`config.mk`:
```
export PLATFORM = sky130hd
export DESIGN_NAME = otpcb_bank
export DESIGN_NICKNAME = d
export VERILOG_FILES = /design/src/shared/otpcb_pkg.sv /design/src/logic/otpcb_bank.sv /design/src/logic/otpcb_prog_timer.sv /design/src/logic/otpcb_reg_slot.sv
export SDC_FILE = /design/constraint.sdc
export NUM_CORES = 1
export LEC_CHECK = 0
export ABC_CLOCK_PERIOD_IN_PS = 3700
export BUFFER_PORTS_ARGS = -buffer_cell sky130_fd_sc_hd__buf_2
export CAP_MARGIN = 0
export CORE_AREA = 2 2 61 120
export CTS_BUF_LIST = sky130_fd_sc_hd__clkbuf_4
export DETAILED_ROUTE_END_ITERATION = 8
export DIE_AREA = 0 0 63 122
export GPL_TIMING_DRIVEN = 0
export PLACE_DENSITY = 0.82
export SLEW_MARGIN = 20
export SYNTH_ARGS = -nofsm -noshare
export SYNTH_HDL_FRONTEND = slang
export SYNTH_SLANG_ARGS = --single-unit
export TNS_END_PERCENT = 1
```
`constraint.sdc`:
```
create_clock -name clock -period 3.7 [get_ports clock]
set_clock_uncertainty 0.15 [all_clocks]
set_input_delay 0.37 -clock clock [delete_from_list [all_inputs] [get_ports clock]]
set_output_delay 0.37 -clock clock [all_outputs]
set_load 0.05 [all_outputs]
```
`src/shared/otpcb_pkg.sv`:
```
// Package: register map, field layout, timing and carrier types of the threshold bank
package otpcb_pkg;

  // Register addresses, one address serves both reads and writes
  localparam logic [7:0] ADDR_OVER  = 8'h01;
  localparam logic [7:0] ADDR_UNDER = 8'h02;
  localparam logic [7:0] ADDR_IGN   = 8'h03;
  localparam logic [7:0] ADDR_LOCK  = 8'h15;

  // Field layout
  localparam int unsigned THR_LSB   = 0;
  localparam int unsigned THR_WIDTH = 4;
  localparam int unsigned LOCK_BIT  = 3;

  // Factory power-up values
  localparam logic [7:0] OVER_RESET  = 8'h00;
  localparam logic [7:0] UNDER_RESET = 8'h00;
  localparam logic [7:0] IGN_RESET   = 8'h00;
  localparam logic [7:0] LOCK_RESET  = 8'h00;

  // Fuse burn time per register
  localparam int unsigned CLOCK_PERIOD_NS = 4;
  localparam int unsigned PROG_TIME_MS    = 12;
  localparam int unsigned PROG_CYCLES_DEF = PROG_TIME_MS * 1000000 / CLOCK_PERIOD_NS;

  // Storage slots, in power-up load order
  localparam int unsigned SLOT_COUNT = 4;
  localparam logic [1:0]  SLOT_OVER  = 2'h0;
  localparam logic [1:0]  SLOT_UNDER = 2'h1;
  localparam logic [1:0]  SLOT_IGN   = 2'h2;
  localparam logic [1:0]  SLOT_LOCK  = 2'h3;

  typedef enum logic [1:0] {ST_LOAD, ST_IDLE, ST_BURN} otpcb_state_t;

  typedef struct packed {
    logic       wr;
    logic       rd;
    logic [7:0] addr;
    logic [7:0] wdata;
  } otpcb_req_t;

  typedef struct packed {
    logic       programmed;
    logic [7:0] data;
  } otpcb_fuse_row_t;

  typedef struct packed {
    logic       en;
    logic [7:0] addr;
    logic [7:0] data;
  } otpcb_burn_t;

  typedef struct packed {
    logic       hit;
    logic [1:0] idx;
  } otpcb_slot_t;

  function automatic otpcb_slot_t slot_of(input logic [7:0] addr);
    otpcb_slot_t s;
    s.hit = 1'b1;
    s.idx = SLOT_OVER;
    if (addr == ADDR_OVER) begin
      s.idx = SLOT_OVER;
    end else if (addr == ADDR_UNDER) begin
      s.idx = SLOT_UNDER;
    end else if (addr == ADDR_IGN) begin
      s.idx = SLOT_IGN;
    end else if (addr == ADDR_LOCK) begin
      s.idx = SLOT_LOCK;
    end else begin
      s.hit = 1'b0;
    end
    return s;
  endfunction

  function automatic logic [7:0] slot_addr(input logic [1:0] idx);
    logic [7:0] a;
    a = ADDR_OVER;
    if (idx == SLOT_UNDER) begin
      a = ADDR_UNDER;
    end else if (idx == SLOT_IGN) begin
      a = ADDR_IGN;
    end else if (idx == SLOT_LOCK) begin
      a = ADDR_LOCK;
    end
    return a;
  endfunction

endpackage

```
`src/logic/otpcb_bank.sv`:
```
// Threshold configuration bank: fuse load at power-up, override writes, fuse burn control
`timescale 1ns/1ns

module otpcb_bank
  import otpcb_pkg::*;
#(
  parameter int unsigned PROG_CYCLES = PROG_CYCLES_DEF
) (
  input  wire logic            clock,
  input  wire logic            reset,
  input  wire logic            clk_en,
  input  wire otpcb_req_t      req,
  output logic [7:0]           reg_rdata_q,
  output logic                 reg_rvalid_q,
  input  wire logic            fuse_prog_req,
  input  wire logic [7:0]      fuse_prog_addr,
  input  wire otpcb_fuse_row_t fuse_row,
  output logic [7:0]           fuse_row_addr_q,
  output otpcb_burn_t          burn_q,
  output logic                 prog_busy_q,
  output logic                 prog_refused_q,
  output logic                 fuse_locked_q,
  output logic                 load_done_q,
  input  wire logic            overtemp,
  output logic                 shutdown_q,
  output logic                 supply_cut_q,
  output logic [THR_WIDTH-1:0] battery_over_code_q,
  output logic [THR_WIDTH-1:0] battery_under_code_q,
  output logic [THR_WIDTH-1:0] ignition_on_code_q
);

  otpcb_state_t st_q;
  logic [1:0]   load_idx_q;
  otpcb_slot_t  wr_slot;
  otpcb_slot_t  rd_slot;
  otpcb_slot_t  prog_slot;
  logic         lock_field_q;
  logic         prog_go;
  logic         burn_done;
  logic [7:0]   image [SLOT_COUNT];
  logic [SLOT_COUNT-1:0] ld_en;
  logic [SLOT_COUNT-1:0] wr_en;
  logic [31:0]  burn_len_q;

  assign wr_slot   = slot_of(req.addr);
  assign rd_slot   = slot_of(req.addr);
  assign prog_slot = slot_of(fuse_prog_addr);

  // Burns start only from idle, so a second burn cannot cut the first short
  assign prog_go = (st_q == ST_IDLE) && fuse_prog_req && prog_slot.hit
                   && !fuse_locked_q;

  always_comb begin
    for (int i = 0; i < SLOT_COUNT; i++) begin
      ld_en[i] = clk_en && (st_q == ST_LOAD) && (load_idx_q == i[1:0]);
      wr_en[i] = clk_en && load_done_q && req.wr && wr_slot.hit
                 && (wr_slot.idx == i[1:0]);
    end
  end

  // Reserved bits never stored and always read as zero
  assign image[SLOT_OVER]  = {4'h0, battery_over_code_q};
  assign image[SLOT_UNDER] = {4'h0, battery_under_code_q};
  assign image[SLOT_IGN]   = {4'h0, ignition_on_code_q};
  assign image[SLOT_LOCK]  = {4'h0, lock_field_q, 3'h0};

  otpcb_reg_slot #(
    .WIDTH     (THR_WIDTH),
    .RESET_VAL (OVER_RESET[THR_WIDTH-1:0])
  ) u_over (
    .clock     (clock),
    .reset     (reset),
    .load_en   (ld_en[SLOT_OVER]),
    .load_prog (fuse_row.programmed),
    .load_val  (fuse_row.data[THR_LSB +: THR_WIDTH]),
    .wr_en     (wr_en[SLOT_OVER]),
    .wr_val    (req.wdata[THR_LSB +: THR_WIDTH]),
    .value_q   (battery_over_code_q)
  );

  otpcb_reg_slot #(
    .WIDTH     (THR_WIDTH),
    .RESET_VAL (UNDER_RESET[THR_WIDTH-1:0])
  ) u_under (
    .clock     (clock),
    .reset     (reset),
    .load_en   (ld_en[SLOT_UNDER]),
    .load_prog (fuse_row.programmed),
    .load_val  (fuse_row.data[THR_LSB +: THR_WIDTH]),
    .wr_en     (wr_en[SLOT_UNDER]),
    .wr_val    (req.wdata[THR_LSB +: THR_WIDTH]),
    .value_q   (battery_under_code_q)
  );

  otpcb_reg_slot #(
    .WIDTH     (THR_WIDTH),
    .RESET_VAL (IGN_RESET[THR_WIDTH-1:0])
  ) u_ign (
    .clock     (clock),
    .reset     (reset),
    .load_en   (ld_en[SLOT_IGN]),
    .load_prog (fuse_row.programmed),
    .load_val  (fuse_row.data[THR_LSB +: THR_WIDTH]),
    .wr_en     (wr_en[SLOT_IGN]),
    .wr_val    (req.wdata[THR_LSB +: THR_WIDTH]),
    .value_q   (ignition_on_code_q)
  );

  otpcb_reg_slot #(
    .WIDTH     (1),
    .RESET_VAL (LOCK_RESET[LOCK_BIT])
  ) u_lock (
    .clock     (clock),
    .reset     (reset),
    .load_en   (ld_en[SLOT_LOCK]),
    .load_prog (fuse_row.programmed),
    .load_val  (fuse_row.data[LOCK_BIT]),
    .wr_en     (wr_en[SLOT_LOCK]),
    .wr_val    (req.wdata[LOCK_BIT]),
    .value_q   (lock_field_q)
  );

  otpcb_prog_timer #(
    .CYCLES (PROG_CYCLES)
  ) u_timer (
    .clock  (clock),
    .reset  (reset),
    .clk_en (clk_en),
    .start  (prog_go),
    .done   (burn_done)
  );

  // Power-up walk over the fuse rows, one slot per enabled cycle
  always_ff @(posedge clock or posedge reset) begin
    if (reset) begin
      st_q            <= ST_LOAD;
      load_idx_q      <= SLOT_OVER;
      fuse_row_addr_q <= ADDR_OVER;
      load_done_q     <= 1'b0;
    end else if (clk_en) begin
      case (st_q)
        ST_LOAD: begin
          load_idx_q      <= load_idx_q + 2'h1;
          fuse_row_addr_q <= slot_addr(load_idx_q + 2'h1);
          if (load_idx_q == SLOT_LOCK) begin
            st_q        <= ST_IDLE;
            load_done_q <= 1'b1;
          end
        end
        ST_IDLE: begin
          if (prog_go) begin
            st_q <= ST_BURN;
          end
        end
        ST_BURN: begin
          if (burn_done) begin
            st_q <= ST_IDLE;
          end
        end
        default: begin
          st_q <= ST_IDLE;
        end
      endcase
    end
  end

  // Burn command toward the fuse array: the value in effect is what gets fused
  always_ff @(posedge clock or posedge reset) begin
    if (reset) begin
      burn_q      <= '0;
      prog_busy_q <= 1'b0;
    end else if (clk_en) begin
      if (prog_go) begin
        burn_q.en   <= 1'b1;
        burn_q.addr <= fuse_prog_addr;
        burn_q.data <= image[prog_slot.idx];
        prog_busy_q <= 1'b1;
      end else if (burn_done) begin
        burn_q.en   <= 1'b0;
        prog_busy_q <= 1'b0;
      end
    end
  end

  always_ff @(posedge clock or posedge reset) begin
    if (reset) begin
      prog_refused_q <= 1'b0;
    end else if (clk_en) begin
      prog_refused_q <= fuse_prog_req && !prog_go;
    end
  end

  // Lockout holds only once the bit itself sits in fuses
  always_ff @(posedge clock or posedge reset) begin
    if (reset) begin
      fuse_locked_q <= 1'b0;
    end else if (clk_en) begin
      if (ld_en[SLOT_LOCK] && fuse_row.programmed && fuse_row.data[LOCK_BIT]) begin
        fuse_locked_q <= 1'b1;
      end else if (burn_done && (burn_q.addr == ADDR_LOCK) && burn_q.data[LOCK_BIT]) begin
        fuse_locked_q <= 1'b1;
      end
    end
  end

  // Reads before the fuse load finishes are dropped; their values are not yet valid
  always_ff @(posedge clock or posedge reset) begin
    if (reset) begin
      reg_rvalid_q <= 1'b0;
      reg_rdata_q  <= 8'h00;
    end else if (clk_en) begin
      reg_rvalid_q <= req.rd && load_done_q;
      if (req.rd && load_done_q) begin
        reg_rdata_q <= rd_slot.hit ? image[rd_slot.idx] : 8'h00;
      end
    end
  end

  always_ff @(posedge clock or posedge reset) begin
    if (reset) begin
      shutdown_q   <= 1'b0;
      supply_cut_q <= 1'b0;
    end else if (clk_en) begin
      shutdown_q   <= overtemp;
      supply_cut_q <= overtemp;
    end
  end

  // Length of the burn pulse, for checking only
  always_ff @(posedge clock or posedge reset) begin
    if (reset) begin
      burn_len_q <= 32'h0000_0000;
    end else if (clk_en) begin
      burn_len_q <= burn_q.en ? burn_len_q + 32'h0000_0001 : 32'h0000_0000;
    end
  end

  a_burn_length: assert property (
    @(posedge clock) disable iff (reset)
    (clk_en && $fell(burn_q.en)) |-> (burn_len_q == 32'(PROG_CYCLES))
  ) else $error("burn pulse length differs from the burn time");

  a_busy_refuse: assert property (
    @(posedge clock) disable iff (reset)
    (clk_en && prog_busy_q && fuse_prog_req)
      |=> (prog_refused_q && !$rose(burn_q.en) && $stable(burn_q.addr))
  ) else $error("burn request during a burn was not refused");

  a_lock_refuse: assert property (
    @(posedge clock) disable iff (reset)
    (clk_en && fuse_locked_q && fuse_prog_req && !prog_busy_q)
      |=> (prog_refused_q && !burn_q.en)
  ) else $error("burn accepted while fuses locked");

  a_same_address: assert property (
    @(posedge clock) disable iff (reset)
    (clk_en && load_done_q && req.wr && !req.rd && req.addr == ADDR_IGN)
      ##1 (clk_en && req.rd && !req.wr && req.addr == ADDR_IGN)
      |=> (reg_rvalid_q && reg_rdata_q == {4'h0, $past(req.wdata[3:0], 2)})
  ) else $error("read at the written address did not return the write");

  a_reserved_zero: assert property (
    @(posedge clock) disable iff (reset)
    reg_rvalid_q |-> (reg_rdata_q[7:4] == 4'h0)
  ) else $error("reserved bits read nonzero");

  a_load_finish: assert property (
    @(posedge clock) disable iff (reset)
    (clk_en && st_q == ST_LOAD && load_idx_q == SLOT_LOCK)
      |=> (load_done_q && st_q == ST_IDLE)
  ) else $error("fuse load did not finish after the last row");

  a_over_default: assert property (
    @(posedge clock) disable iff (reset)
    (ld_en[SLOT_OVER] && !fuse_row.programmed)
      |=> (battery_over_code_q == OVER_RESET[THR_WIDTH-1:0])
  ) else $error("unfused overvoltage code not factory value");

  a_ign_fused: assert property (
    @(posedge clock) disable iff (reset)
    (ld_en[SLOT_IGN] && fuse_row.programmed)
      |=> (ignition_on_code_q == $past(fuse_row.data[THR_WIDTH-1:0]))
  ) else $error("fused ignition code not loaded");

  a_under_override: assert property (
    @(posedge clock) disable iff (reset)
    wr_en[SLOT_UNDER] |=> (battery_under_code_q == $past(req.wdata[THR_WIDTH-1:0]))
  ) else $error("undervoltage override write not taken");

  a_thermal_cut: assert property (
    @(posedge clock) disable iff (reset)
    (clk_en && overtemp) ##1 (clk_en && !overtemp)
      |-> (shutdown_q && supply_cut_q) ##1 (!shutdown_q && !supply_cut_q)
  ) else $error("thermal shutdown did not follow the detector");

endmodule // otpcb_bank

```
`src/logic/otpcb_prog_timer.sv`:
```
// Burn duration timer: one done pulse CYCLES enabled cycles after start
`timescale 1ns/1ns

module otpcb_prog_timer
  import otpcb_pkg::*;
#(
  parameter int unsigned CYCLES = PROG_CYCLES_DEF
) (
  input  wire logic clock,
  input  wire logic reset,
  input  wire logic clk_en,
  input  wire logic start,
  output logic      done
);

  localparam int unsigned CW = $clog2(CYCLES + 1);

  logic          busy_q;
  logic [CW-1:0] cnt_q;

  assign done = clk_en && busy_q && (cnt_q == CW'(CYCLES - 1));

  always_ff @(posedge clock or posedge reset) begin
    if (reset) begin
      busy_q <= 1'b0;
      cnt_q  <= '0;
    end else if (clk_en) begin
      if (start) begin
        busy_q <= 1'b1;
        cnt_q  <= '0;
      end else if (done) begin
        busy_q <= 1'b0;
      end else if (busy_q) begin
        cnt_q <= cnt_q + CW'(1);
      end
    end
  end

endmodule // otpcb_prog_timer

```
`src/logic/otpcb_reg_slot.sv`:
```
// One settable register field: factory value, fuse value at power-up, run-time override
`timescale 1ns/1ns

module otpcb_reg_slot
  import otpcb_pkg::*;
#(
  parameter int unsigned      WIDTH     = THR_WIDTH,
  parameter logic [WIDTH-1:0] RESET_VAL = '0
) (
  input  wire logic             clock,
  input  wire logic             reset,
  input  wire logic             load_en,
  input  wire logic             load_prog,
  input  wire logic [WIDTH-1:0] load_val,
  input  wire logic             wr_en,
  input  wire logic [WIDTH-1:0] wr_val,
  output logic [WIDTH-1:0]      value_q
);

  always_ff @(posedge clock or posedge reset) begin
    if (reset) begin
      // Power cycle drops any override
      value_q <= RESET_VAL;
    end else if (load_en) begin
      value_q <= load_prog ? load_val : RESET_VAL;
    end else if (wr_en) begin
      value_q <= wr_val;
    end
  end

endmodule // otpcb_reg_slot

```
==> flow_metrics.env, run 1 <==
export IMPL_die_area_um2=7690
export IMPL_antenna_left=0
export IMPL_placed_cell_area_um2=4150
export IMPL_n_antenna_cell=0
export IMPL_worstSetupStartpoint="u_timer.cnt_q[0]$_DFFE_PP0P_"
export IMPL_arrival_ns=2.53
export IMPL_crit_required_ns=3.86
export IMPL_fp_dieH_um=122
export IMPL_antenna_found_initial=0
export IMPL_cp_max_fo=6
export IMPL_fin_crit_sh_pct=64.1
export IMPL_final_cell_mix="buf_2, dfrtp_1, o21ai_0"
export IMPL_timing_rr_start="u_timer.cnt_q[0]$_DFFE_PP0P_"
export IMPL_gp_congestion=0.909
export IMPL_grt_pass1_wl_um=14600
export IMPL_sequentialPowerShare_pct=39.8
export IMPL_initial_utilization_pct=53.1
export IMPL_power_density_nw_per_um2=572
export IMPL_setup_worst_path_class="register to register"
export IMPL_relSlewSlack_pct=42.6
export IMPL_max_cap_violations=0
export IMPL_ioPinCount=92
export IMPL_grt_busiest_layer="met2"
export IMPL_fillers=596
export IMPL_nets=518
export IMPL_synth_area_um2=3630
export IMPL_leakagePower_nw=1.99
export IMPL_ys_types=64
export IMPL_ys_ff_latch=64
export IMPL_layout_commonest_cell="buf_2"
export IMPL_dominantRegCellSynth="dfrtp_1"
export IMPL_min_delay_start="overtemp"
export IMPL_async_flop_share_pct=100
export IMPL_power_switching_mw=1.09
export IMPL_yosys_warnings=0
export IMPL_drive_gt1_share_pct=27.9
export IMPL_insertion_delay_ns=0.42
export IMPL_hold_viol_final=0
export IMPL_grt_max_degree=53
export IMPL_cts_resized=0
export IMPL_tightestPinTransition_ns=0.853
export IMPL_port_buffers=68
export IMPL_wl_per_cell_um=15.1
export IMPL_h_tree_depth=3
export IMPL_drc=0
export IMPL_clk_pin_slew_ns=0.10
export IMPL_first_pass_iters=5
export IMPL_core_area_um2=6830
export IMPL_grt_use_met3_pct=4.99
export IMPL_dp_hpwl_um=6350
export IMPL_startpoint_type="register"
export IMPL_cts_buffers=9
export IMPL_std_cell_rows=43
export IMPL_hold_class="primary input to register"
export IMPL_synthCells=380
export IMPL_timing_fmax_ghz=0.422
export IMPL_endpoint_kind="register"
export IMPL_avgSynthCellArea_um2=9.54
export IMPL_cts_sinks=64
export IMPL_postCtsSetupRepairBufs=0
export IMPL_grt_util_all_layers_pct=24.0
export IMPL_cts_root_buf="clkbuf_4"
export IMPL_viasPerCell=5.74
export IMPL_tns_ns=0
export IMPL_grtUsageMet1_pct=32.7
export IMPL_switching_share_pct=44.4
export IMPL_period_minus_slack_ns=2.37
export IMPL_peakVddDrop_mv=0.702
export IMPL_cts_tree="yes"
export IMPL_gr_total_overflow=0
export IMPL_synth_edff_count=0
export IMPL_power_internal_mw=1.36
export IMPL_status="completed"
export IMPL_vias=3255
export IMPL_wirelength_um=8570
export IMPL_area_delta_synth_final_pct=18.3
export IMPL_finalInstanceArea_um2=4290
export IMPL_yosysSeqAreaShare_pct=44.2
export IMPL_setup_viol=0
export IMPL_grt_setup_unrepaired="false"
export IMPL_die_w_um=63
export IMPL_first_global_vias=3068
export IMPL_p_clk_share_pct=18.6
export IMPL_combPwrFrac_pct=41.6
export IMPL_drt_iter0_drc=160
export IMPL_clock_path_buffers=2
export IMPL_met2_usage_pct=37.7
export IMPL_slew_violations=0
[path summary, 6_finish.rpt]
| kind | cells past startpoint | slack, ns | endpoint |
|---|---|---|---|
| worst max-delay path | 7 | 1.33 | u_timer.cnt_q[1]$_DFFE_PP0P_ |
| worst min-delay path | 2 | 0.03 | supply_cut_q$_DFFE_PP0P_ |
| worst max register to register | 7 | 1.33 | u_timer.cnt_q[1]$_DFFE_PP0P_ |
| worst min register to register | 2 | 0.33 | reg_rdata_q[3]$_DFFE_PP0P_ |
| max in group asynchronous | 4 | 2.60 | fuse_row_addr_q[0]$_DFFE_PP1P_ |
| min in group asynchronous | 3 | 0.25 | u_timer.cnt_q[12]$_DFFE_PP0P_ |
[logic make-up (layout without fill, tap and decap cells)]
group	Yosys count	in the layout	synth area share (%)
simple gates	135	135	20.9
compound gates	112	112	19.8
flops	64	64	44.2
buf+inv	37	123	5.73
mux	23	23	6.73
fa+ha+maj	6	6	2.07
xor+xnor	2	2	0.483
other cells	1	12	0.103
[area by class of cell]
cell class                 count  area [um2]  share of cell area, %
tap                           90         113                   2.62
sequential                    64        1600                   37.4
multi-input combinational    290        1860                   43.3
timing repair buffer          70         378                   8.81
clock buffer                  11        82.6                   1.92
buffer                        28         174                   4.05
inverter                       9        36.3                  0.846
clock inverter                 5        47.5                   1.11
[repair_timing]
action,in CTS,in global routing
hold endpoints to repair,63,0
hold buffers,1,0
setup endpoints to repair,0,0
[routing by layer]
layer	up-vias	share of wire, %
li1	1570	-
met1	1558	45
met2	115	48
met3	12	5.8
met4	0	1.7
met5	-	0
[cells in the mapped netlist (all sizes together), types with 2 or more instances]
| cell | count | area share (%) |
|---|---|---|
| dfrtp | 63 | 43 |
| nand2 | 40 | 4.2 |
| o21ai | 40 | 5.5 |
| a21oi | 31 | 4.3 |
| buf | 22 | 4.2 |
| nor2 | 22 | 2.5 |
| nand3 | 15 | 2.4 |
| mux2i | 12 | 3.3 |
| mux2 | 11 | 3.4 |
| nand4 | 10 | 1.7 |
| inv | 8 | 0.83 |
| nor3 | 8 | 1.2 |
| and2 | 6 | 1.0 |
| clkbuf | 6 | 0.62 |
| ha | 6 | 2.1 |
| nor3b | 6 | 1.4 |
| nor4 | 6 | 1.2 |
| a211o | 4 | 1.0 |
| a21o | 4 | 0.83 |
| a22o | 4 | 1.0 |
| and4b | 4 | 1.2 |
| o2bb2ai | 4 | 0.97 |
| a41oi | 3 | 0.72 |
| and3 | 3 | 0.66 |
| o21a | 3 | 0.62 |
| o31ai | 3 | 0.62 |
| or3 | 3 | 0.72 |
| a211oi | 2 | 0.41 |
| a31oi | 2 | 0.35 |
| nand2b | 2 | 0.35 |
| nand3b | 2 | 0.41 |
| nor4b | 2 | 0.48 |
| o211a | 2 | 0.55 |
| o22a | 2 | 0.52 |
| o31a | 2 | 0.48 |
| or4 | 2 | 0.41 |
| xnor2 | 2 | 0.48 |
[per-stage QoR]
| stage | hold slack [ns] | cells | setup WS [ns] | power (mW) | util, % |
|---|---|---|---|---|---|
| 6_report | 0.0251 | 567 | 1.33 | 2.45 | 62.8 |
| 5_1_grt | 0.00621 | 567 | 1.15 | 2.60 | 62.8 |
| 4_1_cts | 0.000597 | 567 | 1.33 | 2.47 | 62.8 |
| 3_5_place_dp | 0.151 | 550 | 1.19 | 2.01 | 60.7 |
| 3_3_place_gp | 0.311 | 549 | 0.783 | 1.98 | 60.3 |
| 2_1_floorplan | 0.293 | 391 | 1.24 | 1.75 | - |
[power by group through the flow]
| stage | registers, mW | logic, mW | clock network (mW) |
|---|---|---|---|
| floorplan | 1.30 | 0.446 | 0 |
| global placement | 0.983 | 0.992 | 0 |
| detailed placement | 0.987 | 1.02 | 0 |
| CTS | 0.974 | 1.02 | 0.471 |
| global route | 0.995 | 1.10 | 0.501 |
| finish | 0.977 | 1.02 | 0.457 |
[state kept, by name (all words and copies together) (netlist names), 2 cells and up]
| name | cells |
|---|---|
| u_timer.cnt_q | 22 |
| burn_q | 12 |
| reg_rdata_q | 4 |
| u_ign.value_q | 4 |
| u_over.value_q | 4 |
| u_under.value_q | 4 |
| fuse_row_addr_q | 3 |
| load_idx_q | 2 |
| st_q | 2 |
[critical path, cell delays in order (launching register included)]
cell     delay (ns)
dfrtp_1        0.41
ha_1           0.24
nand3_1        0.19
or3_4          0.43
or2_0          0.22
buf_2          0.16
and3_4         0.19
a211o_1        0.29
No activity file was read; power rests on OpenSTA's default activity.
==> inputs of run 2 (changes only) <==
--- a/config.mk
+++ b/config.mk
@@ -5,7 +5,7 @@
 export SDC_FILE = /design/constraint.sdc
 export NUM_CORES = 1
 export LEC_CHECK = 0
-export ABC_CLOCK_PERIOD_IN_PS = 3700
+export ABC_CLOCK_PERIOD_IN_PS = 2400
 export BUFFER_PORTS_ARGS = -buffer_cell sky130_fd_sc_hd__buf_2
 export CAP_MARGIN = 0
 export CORE_AREA = 2 2 61 120
==> constraint.sdc (replaced) <==
create_clock -name clock -period 2.4 [get_ports clock]
set_clock_uncertainty 0.15 [all_clocks]
set_input_delay 0.24 -clock clock [delete_from_list [all_inputs] [get_ports clock]]
set_output_delay 0.24 -clock clock [all_outputs]
set_load 0.05 [all_outputs]
==> run 2 against run 1 <==
- core utilization up 2.6 points
- flip-flop and latch count unchanged
- worst setup slack worse by 1.3 ns
- critical path depth unchanged
- clock power up 56%
- combinational power up 61%
- non-clock buffer count up 15
- sequential share of layout area down 1.5 points
- cell area up 4.2%
- register-to-register slack worse by 1.2 ns
- die area unchanged
==> flow_metrics.env, run 2 (same netlist as run 1, synthesis figures left out) <==
export IMPL_worstHoldPathCells=2
export IMPL_hold_end="burn_q[8]$_DFFE_PP0P_"
export IMPL_max_stage_delay_ns=0.56
export IMPL_cts_tree="yes"
export IMPL_grt_setup_unrepaired="false"
export IMPL_final_cell_mix="buf_2, dfrtp_1, o21ai_0"
export IMPL_die_area_um2=7690
export IMPL_vias=3286
export IMPL_period_minus_slack_ns=2.33
export IMPL_placed_cell_area_um2=4150
export IMPL_insertion_delay_ns=0.44
export IMPL_fillers=556
export IMPL_drive_gt1_share_pct=28.0
export IMPL_worst_r2r_setup_slack_ns=0.12
export IMPL_drt_iter0_drc=220
export IMPL_setup_worst_path_class="primary input to register"
export IMPL_n_antenna_cell=0
export IMPL_largest_reg_flops=22
export IMPL_grt_busiest_layer="met2"
export IMPL_fp_dieH_um=122
export IMPL_drc=0
export IMPL_grt_use_met3_pct=3.42
export IMPL_cts_sinks=64
export IMPL_power_mw=3.86
export IMPL_core_area_um2=6830
export IMPL_hold_class="primary input to register"
export IMPL_clk_pin_slew_ns=0.11
export IMPL_startpoint_type="primary input"
export IMPL_endpoint_kind="register"
export IMPL_std_cell_rows=43
export IMPL_tightestPinTransition_ns=0.608
export IMPL_power_switching_mw=1.70
export IMPL_grt_max_degree=55
export IMPL_seqCellArea_um2=1600
export IMPL_slowest_stage="dlygate4sd3_1"
export IMPL_cts_buffers=9
export IMPL_port_buffers=68
export IMPL_crit_required_ns=2.58
export IMPL_gp_congestion=0.856
export IMPL_timing_rr_start="u_timer.cnt_q[0]$_DFFE_PP0P_"
export IMPL_hold_ws_ns=0.0590
export IMPL_grt_pass1_wl_um=14600
export IMPL_wl_per_cell_um=15.0
export IMPL_setup_viol=0
export IMPL_layout_commonest_cell="buf_2"
export IMPL_power_internal_mw=2.16
export IMPL_path_cells="buf_2 > nor4_1 > nand3_1 > nor3_2 > mux2i_1 > a21oi_1 > dlygate4sd3_1"
export IMPL_die_w_um=63
export IMPL_gr_total_overflow=0
export IMPL_status="completed"
export IMPL_viasPerCell=5.65
export IMPL_peakVddDrop_mv=0.763
export IMPL_initial_utilization_pct=53.1
export IMPL_fin_ws_ns=0.0680
export IMPL_r2r_end="u_timer.cnt_q[1]$_DFFE_PP0P_"
export IMPL_area_delta_synth_final_pct=23.3
export IMPL_nets=533
export IMPL_final_core_util_pct=65.4
export IMPL_regMostFlops="u_timer.cnt_q"
export IMPL_timing_fmax_ghz=0.429
export IMPL_met2_usage_pct=39.6
export IMPL_dp_hpwl_um=6140
export IMPL_leakagePower_nw=2.05
export IMPL_relSlewSlack_pct=59.1
export IMPL_place_ws_ns=0.0539
export IMPL_grt_util_all_layers_pct=24.3
export IMPL_power_density_nw_per_um2=863
export IMPL_combPwrFrac_pct=42.5
export IMPL_crit_family="simple AND/OR/NAND/NOR gates"
export IMPL_p_clk_share_pct=18.5
export IMPL_postCtsSetupRepairBufs=0
export IMPL_clock_path_buffers=2
export IMPL_wirelength_um=8740
export IMPL_fin_crit_sh_pct=97.2
export IMPL_arrival_ns=2.51
export IMPL_r2r_worst_path_cells=7
export IMPL_max_cap_violations=0
export IMPL_sequentialPowerShare_pct=39.0
export IMPL_crit_buf_inv=2
export IMPL_hold_viol_final=0
export IMPL_antenna_left=0
export IMPL_ioPinCount=92
export IMPL_antenna_found_initial=0
export IMPL_largestRegisters="u_timer.cnt_q (22), burn_q (12)"
export IMPL_grtUsageMet1_pct=31.0
export IMPL_finalInstanceArea_um2=4470
export IMPL_min_delay_start="fuse_prog_addr[0]"
export IMPL_cp_depth=7
export IMPL_switching_share_pct=44.1
export IMPL_slew_violations=0
export IMPL_multi_input_area_um2=1890
export IMPL_first_pass_iters=5
export IMPL_cp_max_fo=5
export IMPL_first_global_vias=3032
export IMPL_h_tree_depth=3
export IMPL_cts_root_buf="clkbuf_4"
run 2: cell types whose count changed in the layout (fill, tap and decap cells not counted):
cell | previous run | this run
dfrtp_1 | 63 | 62
dfrtp_2 | 0 | 1
nor4_2 | 1 | 3
nor3b_1 | 5 | 4
nor4_1 | 5 | 3
nor3b_4 | 0 | 1
dlygate4sd3_1 | 1 | 16
nand3_2 | 0 | 1
nand3_1 | 14 | 13
run 2: cell type report:
| class | instances | share of cell area, % |
|---|---|---|
| inverters | 9 | 0.812 |
| clock buffers | 11 | 1.85 |
| flip-flops and latches | 64 | 35.9 |
| multi-input cells | 290 | 42.2 |
| repair buffers | 85 | 11.8 |
| well taps | 90 | 2.52 |
| plain buffers | 28 | 3.89 |
| clock inverters | 5 | 1.06 |
run 2: worst max path at each step:
stage	startpoint	to	slack (ns)
final	req[15]	u_under.value_q[1]$_DFFE_PP0P_	0.07
after global routing	u_timer.cnt_q[0]$_DFFE_PP0P_	u_timer.cnt_q[1]$_DFFE_PP0P_	0.007
after CTS	u_timer.cnt_q[0]$_DFFE_PP0P_	u_timer.cnt_q[18]$_DFFE_PP0P_	0.05
after detailed placement	fuse_prog_addr[3]	burn_q[0]$_DFFE_PP0P_	0.05
after global placement	reset	prog_busy_q$_DFFE_PP0P_	-0.56
after floorplan	prog_busy_q$_DFFE_PP0P_	u_timer.cnt_q[1]$_DFFE_PP0P_	0.09
run 2: per-layer routing:
layer	vias up	part of all wire, %
met4	0	1.7
li1	1597	-
met2	115	49
met3	9	5.7
met1	1565	43
met5	-	0
run 2: per-stage QoR:
step	setup TNS, ns	std cells
2_1_floorplan	0	391
3_3_place_gp	-22.84	549
3_5_place_dp	0	550
4_1_cts	0	582
5_1_grt	0	582
6_report	0	582
run 2: timing repair:
item / CTS / global route
setup endpoints to repair: 0 / 6
gates resized for setup: 0 / 5
hold endpoints to repair: 79 / 0
hold buffers: 16 / 0
run 2: power groups by stage:
stage	sequential [mW]	clock [mW]	combinational (mW)
2_1_floorplan	2.01	0	0.688
3_3_place_gp	1.52	0	1.53
3_5_place_dp	1.52	0	1.56
4_1_cts	1.50	0.734	1.63
5_1_grt	1.54	0.776	1.75
6_report	1.50	0.715	1.64
==> inputs of run 3 (changes only) <==
--- a/config.mk
+++ b/config.mk
@@ -8,10 +8,10 @@
 export ABC_CLOCK_PERIOD_IN_PS = 2400
 export BUFFER_PORTS_ARGS = -buffer_cell sky130_fd_sc_hd__buf_2
 export CAP_MARGIN = 0
-export CORE_AREA = 2 2 61 120
+export CORE_AREA = 2 2 72 102
 export CTS_BUF_LIST = sky130_fd_sc_hd__clkbuf_4
 export DETAILED_ROUTE_END_ITERATION = 8
-export DIE_AREA = 0 0 63 122
+export DIE_AREA = 0 0 74 104
 export GPL_TIMING_DRIVEN = 0
 export PLACE_DENSITY = 0.82
 export SLEW_MARGIN = 20
==> run 3 against run 2 <==
- worst setup slack worse by 0.0063 ns
- via count is 2.9% higher
- die area is 0.13% higher
- sequential power hardly changed
- maximum frequency is 0.27% lower
==> flow_metrics.env, run 3 (same netlist as run 1, synthesis figures left out) <==
export IMPL_status="completed"
export IMPL_endpoint_kind="register"
export IMPL_final_cell_mix="buf_2, dfrtp_1, o21ai_0"
export IMPL_r2r_worst_path_cells=7
export IMPL_nets=527
export IMPL_crit_required_ns=2.53
export IMPL_port_buffers=68
export IMPL_slew_violations=0
export IMPL_h_tree_depth=3
export IMPL_cts_tree="yes"
export IMPL_fp_dieH_um=104
export IMPL_tns_ns=0
export IMPL_insertion_delay_ns=0.43
export IMPL_viasPerCell=5.82
export IMPL_grt_util_all_layers_pct=25.2
export IMPL_hold_class="primary input to register"
export IMPL_peakVddDrop_mv=0.835
export IMPL_largest_reg_flops=22
export IMPL_relSlewSlack_pct=57.9
export IMPL_grt_setup_unrepaired="true"
export IMPL_cts_root_buf="clkbuf_4"
export IMPL_setup_worst_path_class="primary input to register"
export IMPL_antenna_left=0
export IMPL_tightestPinTransition_ns=0.626
export IMPL_die_area_um2=7700
export IMPL_grt_pass1_wl_um=15100
export IMPL_worstHoldPathCells=3
export IMPL_arrival_ns=2.46
export IMPL_combPwrFrac_pct=40.6
export IMPL_cp_max_fo=10
export IMPL_n_antenna_cell=0
export IMPL_wirelength_um=9250
export IMPL_drc=0
export IMPL_p_clk_share_pct=21.2
export IMPL_power_density_nw_per_um2=886
export IMPL_postCtsSetupRepairBufs=0
export IMPL_startpoint_type="primary input"
export IMPL_clock_path_buffers=2
export IMPL_die_w_um=74
export IMPL_max_cap_violations=0
export IMPL_grt_max_degree=55
export IMPL_sequentialPowerShare_pct=38.2
export IMPL_setup_viol=0
export IMPL_ioPinCount=92
export IMPL_leakagePower_nw=2.03
export IMPL_min_delay_start="req[0]"
export IMPL_gp_congestion=0.893
export IMPL_dp_hpwl_um=6820
export IMPL_initial_utilization_pct=53.3
export IMPL_worst_r2r_setup_slack_ns=0.12
export IMPL_layout_commonest_cell="buf_2"
export IMPL_cts_sinks=64
export IMPL_period_minus_slack_ns=2.34
export IMPL_r2r_end="u_timer.cnt_q[1]$_DFFE_PP0P_"
export IMPL_core_area_um2=6800
export IMPL_fillers=551
export IMPL_drive_gt1_share_pct=28.8
export IMPL_drt_iter0_drc=320
export IMPL_timing_fmax_ghz=0.428
export IMPL_timing_rr_start="u_timer.cnt_q[0]$_DFFE_PP0P_"
export IMPL_regMostFlops="u_timer.cnt_q"
export IMPL_antenna_found_initial=0
export IMPL_vias=3381
export IMPL_wl_per_cell_um=15.9
export IMPL_fin_ws_ns=0.0617
export IMPL_area_delta_synth_final_pct=22.4
export IMPL_std_cell_rows=36
export IMPL_fin_crit_sh_pct=97.4
export IMPL_clk_pin_slew_ns=0.10
export IMPL_power_internal_mw=2.20
export IMPL_hold_viol_final=0
export IMPL_switching_share_pct=44.0
export IMPL_gr_total_overflow=0
export IMPL_place_ws_ns=0.0189
export IMPL_largestRegisters="u_timer.cnt_q (22), burn_q (12)"
export IMPL_first_global_vias=3236
export IMPL_cts_buffers=9
export IMPL_power_switching_mw=1.73
export IMPL_first_pass_iters=5
export IMPL_hold_end="u_under.value_q[0]$_DFFE_PP0P_"
-- run 3: cell types whose count changed in the layout (fill, tap and decap cells not counted) --
cell,previous run,this run
nor3b_4,1,0
clkinvlp_4,0,1
ha_2,0,1
clkinv_1,3,2
dlygate4sd3_1,16,10
bufinv_16,1,2
clkbuf_4,11,9
nor3b_2,1,2
ha_1,6,5
clkinv_2,2,3
-- run 3: area by class of cell --
type,instances,area [um2],share of cell area (%)
Multi-Input combinational cell,290,1880,42.4
Buffer,28,174,3.92
Tap cell,95,119,2.68
Clock buffer,9,67.6,1.52
Sequential cell,64,1600,36.2
Clock inverter,7,86.3,1.95
Inverter,9,36.3,0.818
Timing Repair Buffer,79,468,10.5
-- run 3: metrics by stage --
step                utilization (%)  hold WS, ns  cells  total power [mW]  instance area (um2)
finish                         65.2       0.0250    581              3.93                 4440
floorplan                         -        0.227    391              2.70                 3670
CTS                            64.9      0.00364    581              3.92                 4410
detailed placement             61.1       0.0142    555              3.09                 4160
global placement               60.7        0.313    554              3.05                 4130
global route                   65.2       0.0322    581              4.13                 4440
-- run 3: worst max path at each step --
stage	from	to	slack [ns]	cells after the start
CTS	u_timer.cnt_q[0]$_DFFE_PP0P_	u_timer.cnt_q[18]$_DFFE_PP0P_	0.01	6
global route	fuse_prog_addr[2]	burn_q[0]$_DFFE_PP0P_	-0.09	8
global placement	reset	prog_busy_q$_DFFE_PP0P_	-0.52	2
finish	fuse_prog_addr[2]	burn_q[1]$_DFFE_PP0P_	0.06	8
detailed placement	fuse_prog_addr[3]	burn_q[1]$_DFFE_PP0P_	0.02	7
floorplan	prog_busy_q$_DFFE_PP0P_	u_timer.cnt_q[1]$_DFFE_PP0P_	0.09	7
-- run 3: critical path, cell delays in order --
cell and delay, ns:
dlygate4sd3_1 0.54, buf_2 0.16, nor3b_1 0.43, o311a_1 0.33, nand2_1 0.24, clkbuf_1 0.32
nand2_1 0.12, o21ai_0 0.09
-- run 3: power groups by stage --
stage               Combinational, mW  Sequential [mW]  Clock [mW]
floorplan                       0.688             2.01           0
global placement                 1.54             1.51           0
detailed placement               1.58             1.52           0
CTS                              1.59             1.50       0.832
global route                     1.72             1.53       0.878
finish                           1.60             1.50       0.831
-- run 3: what timing repair did --
action / CTS / global route
setup endpoints to repair: 0 / 15
hold buffers: 10 / 0
hold endpoints to repair: 77 / 0
gates resized for setup: 0 / 5
-- run 3: per-layer routing --
metal  GRT usage (%)  wire [um]
met1            28.8       3500
met2            44.5       5040
met3            4.46        447
met4            10.5        264
met5               0          0
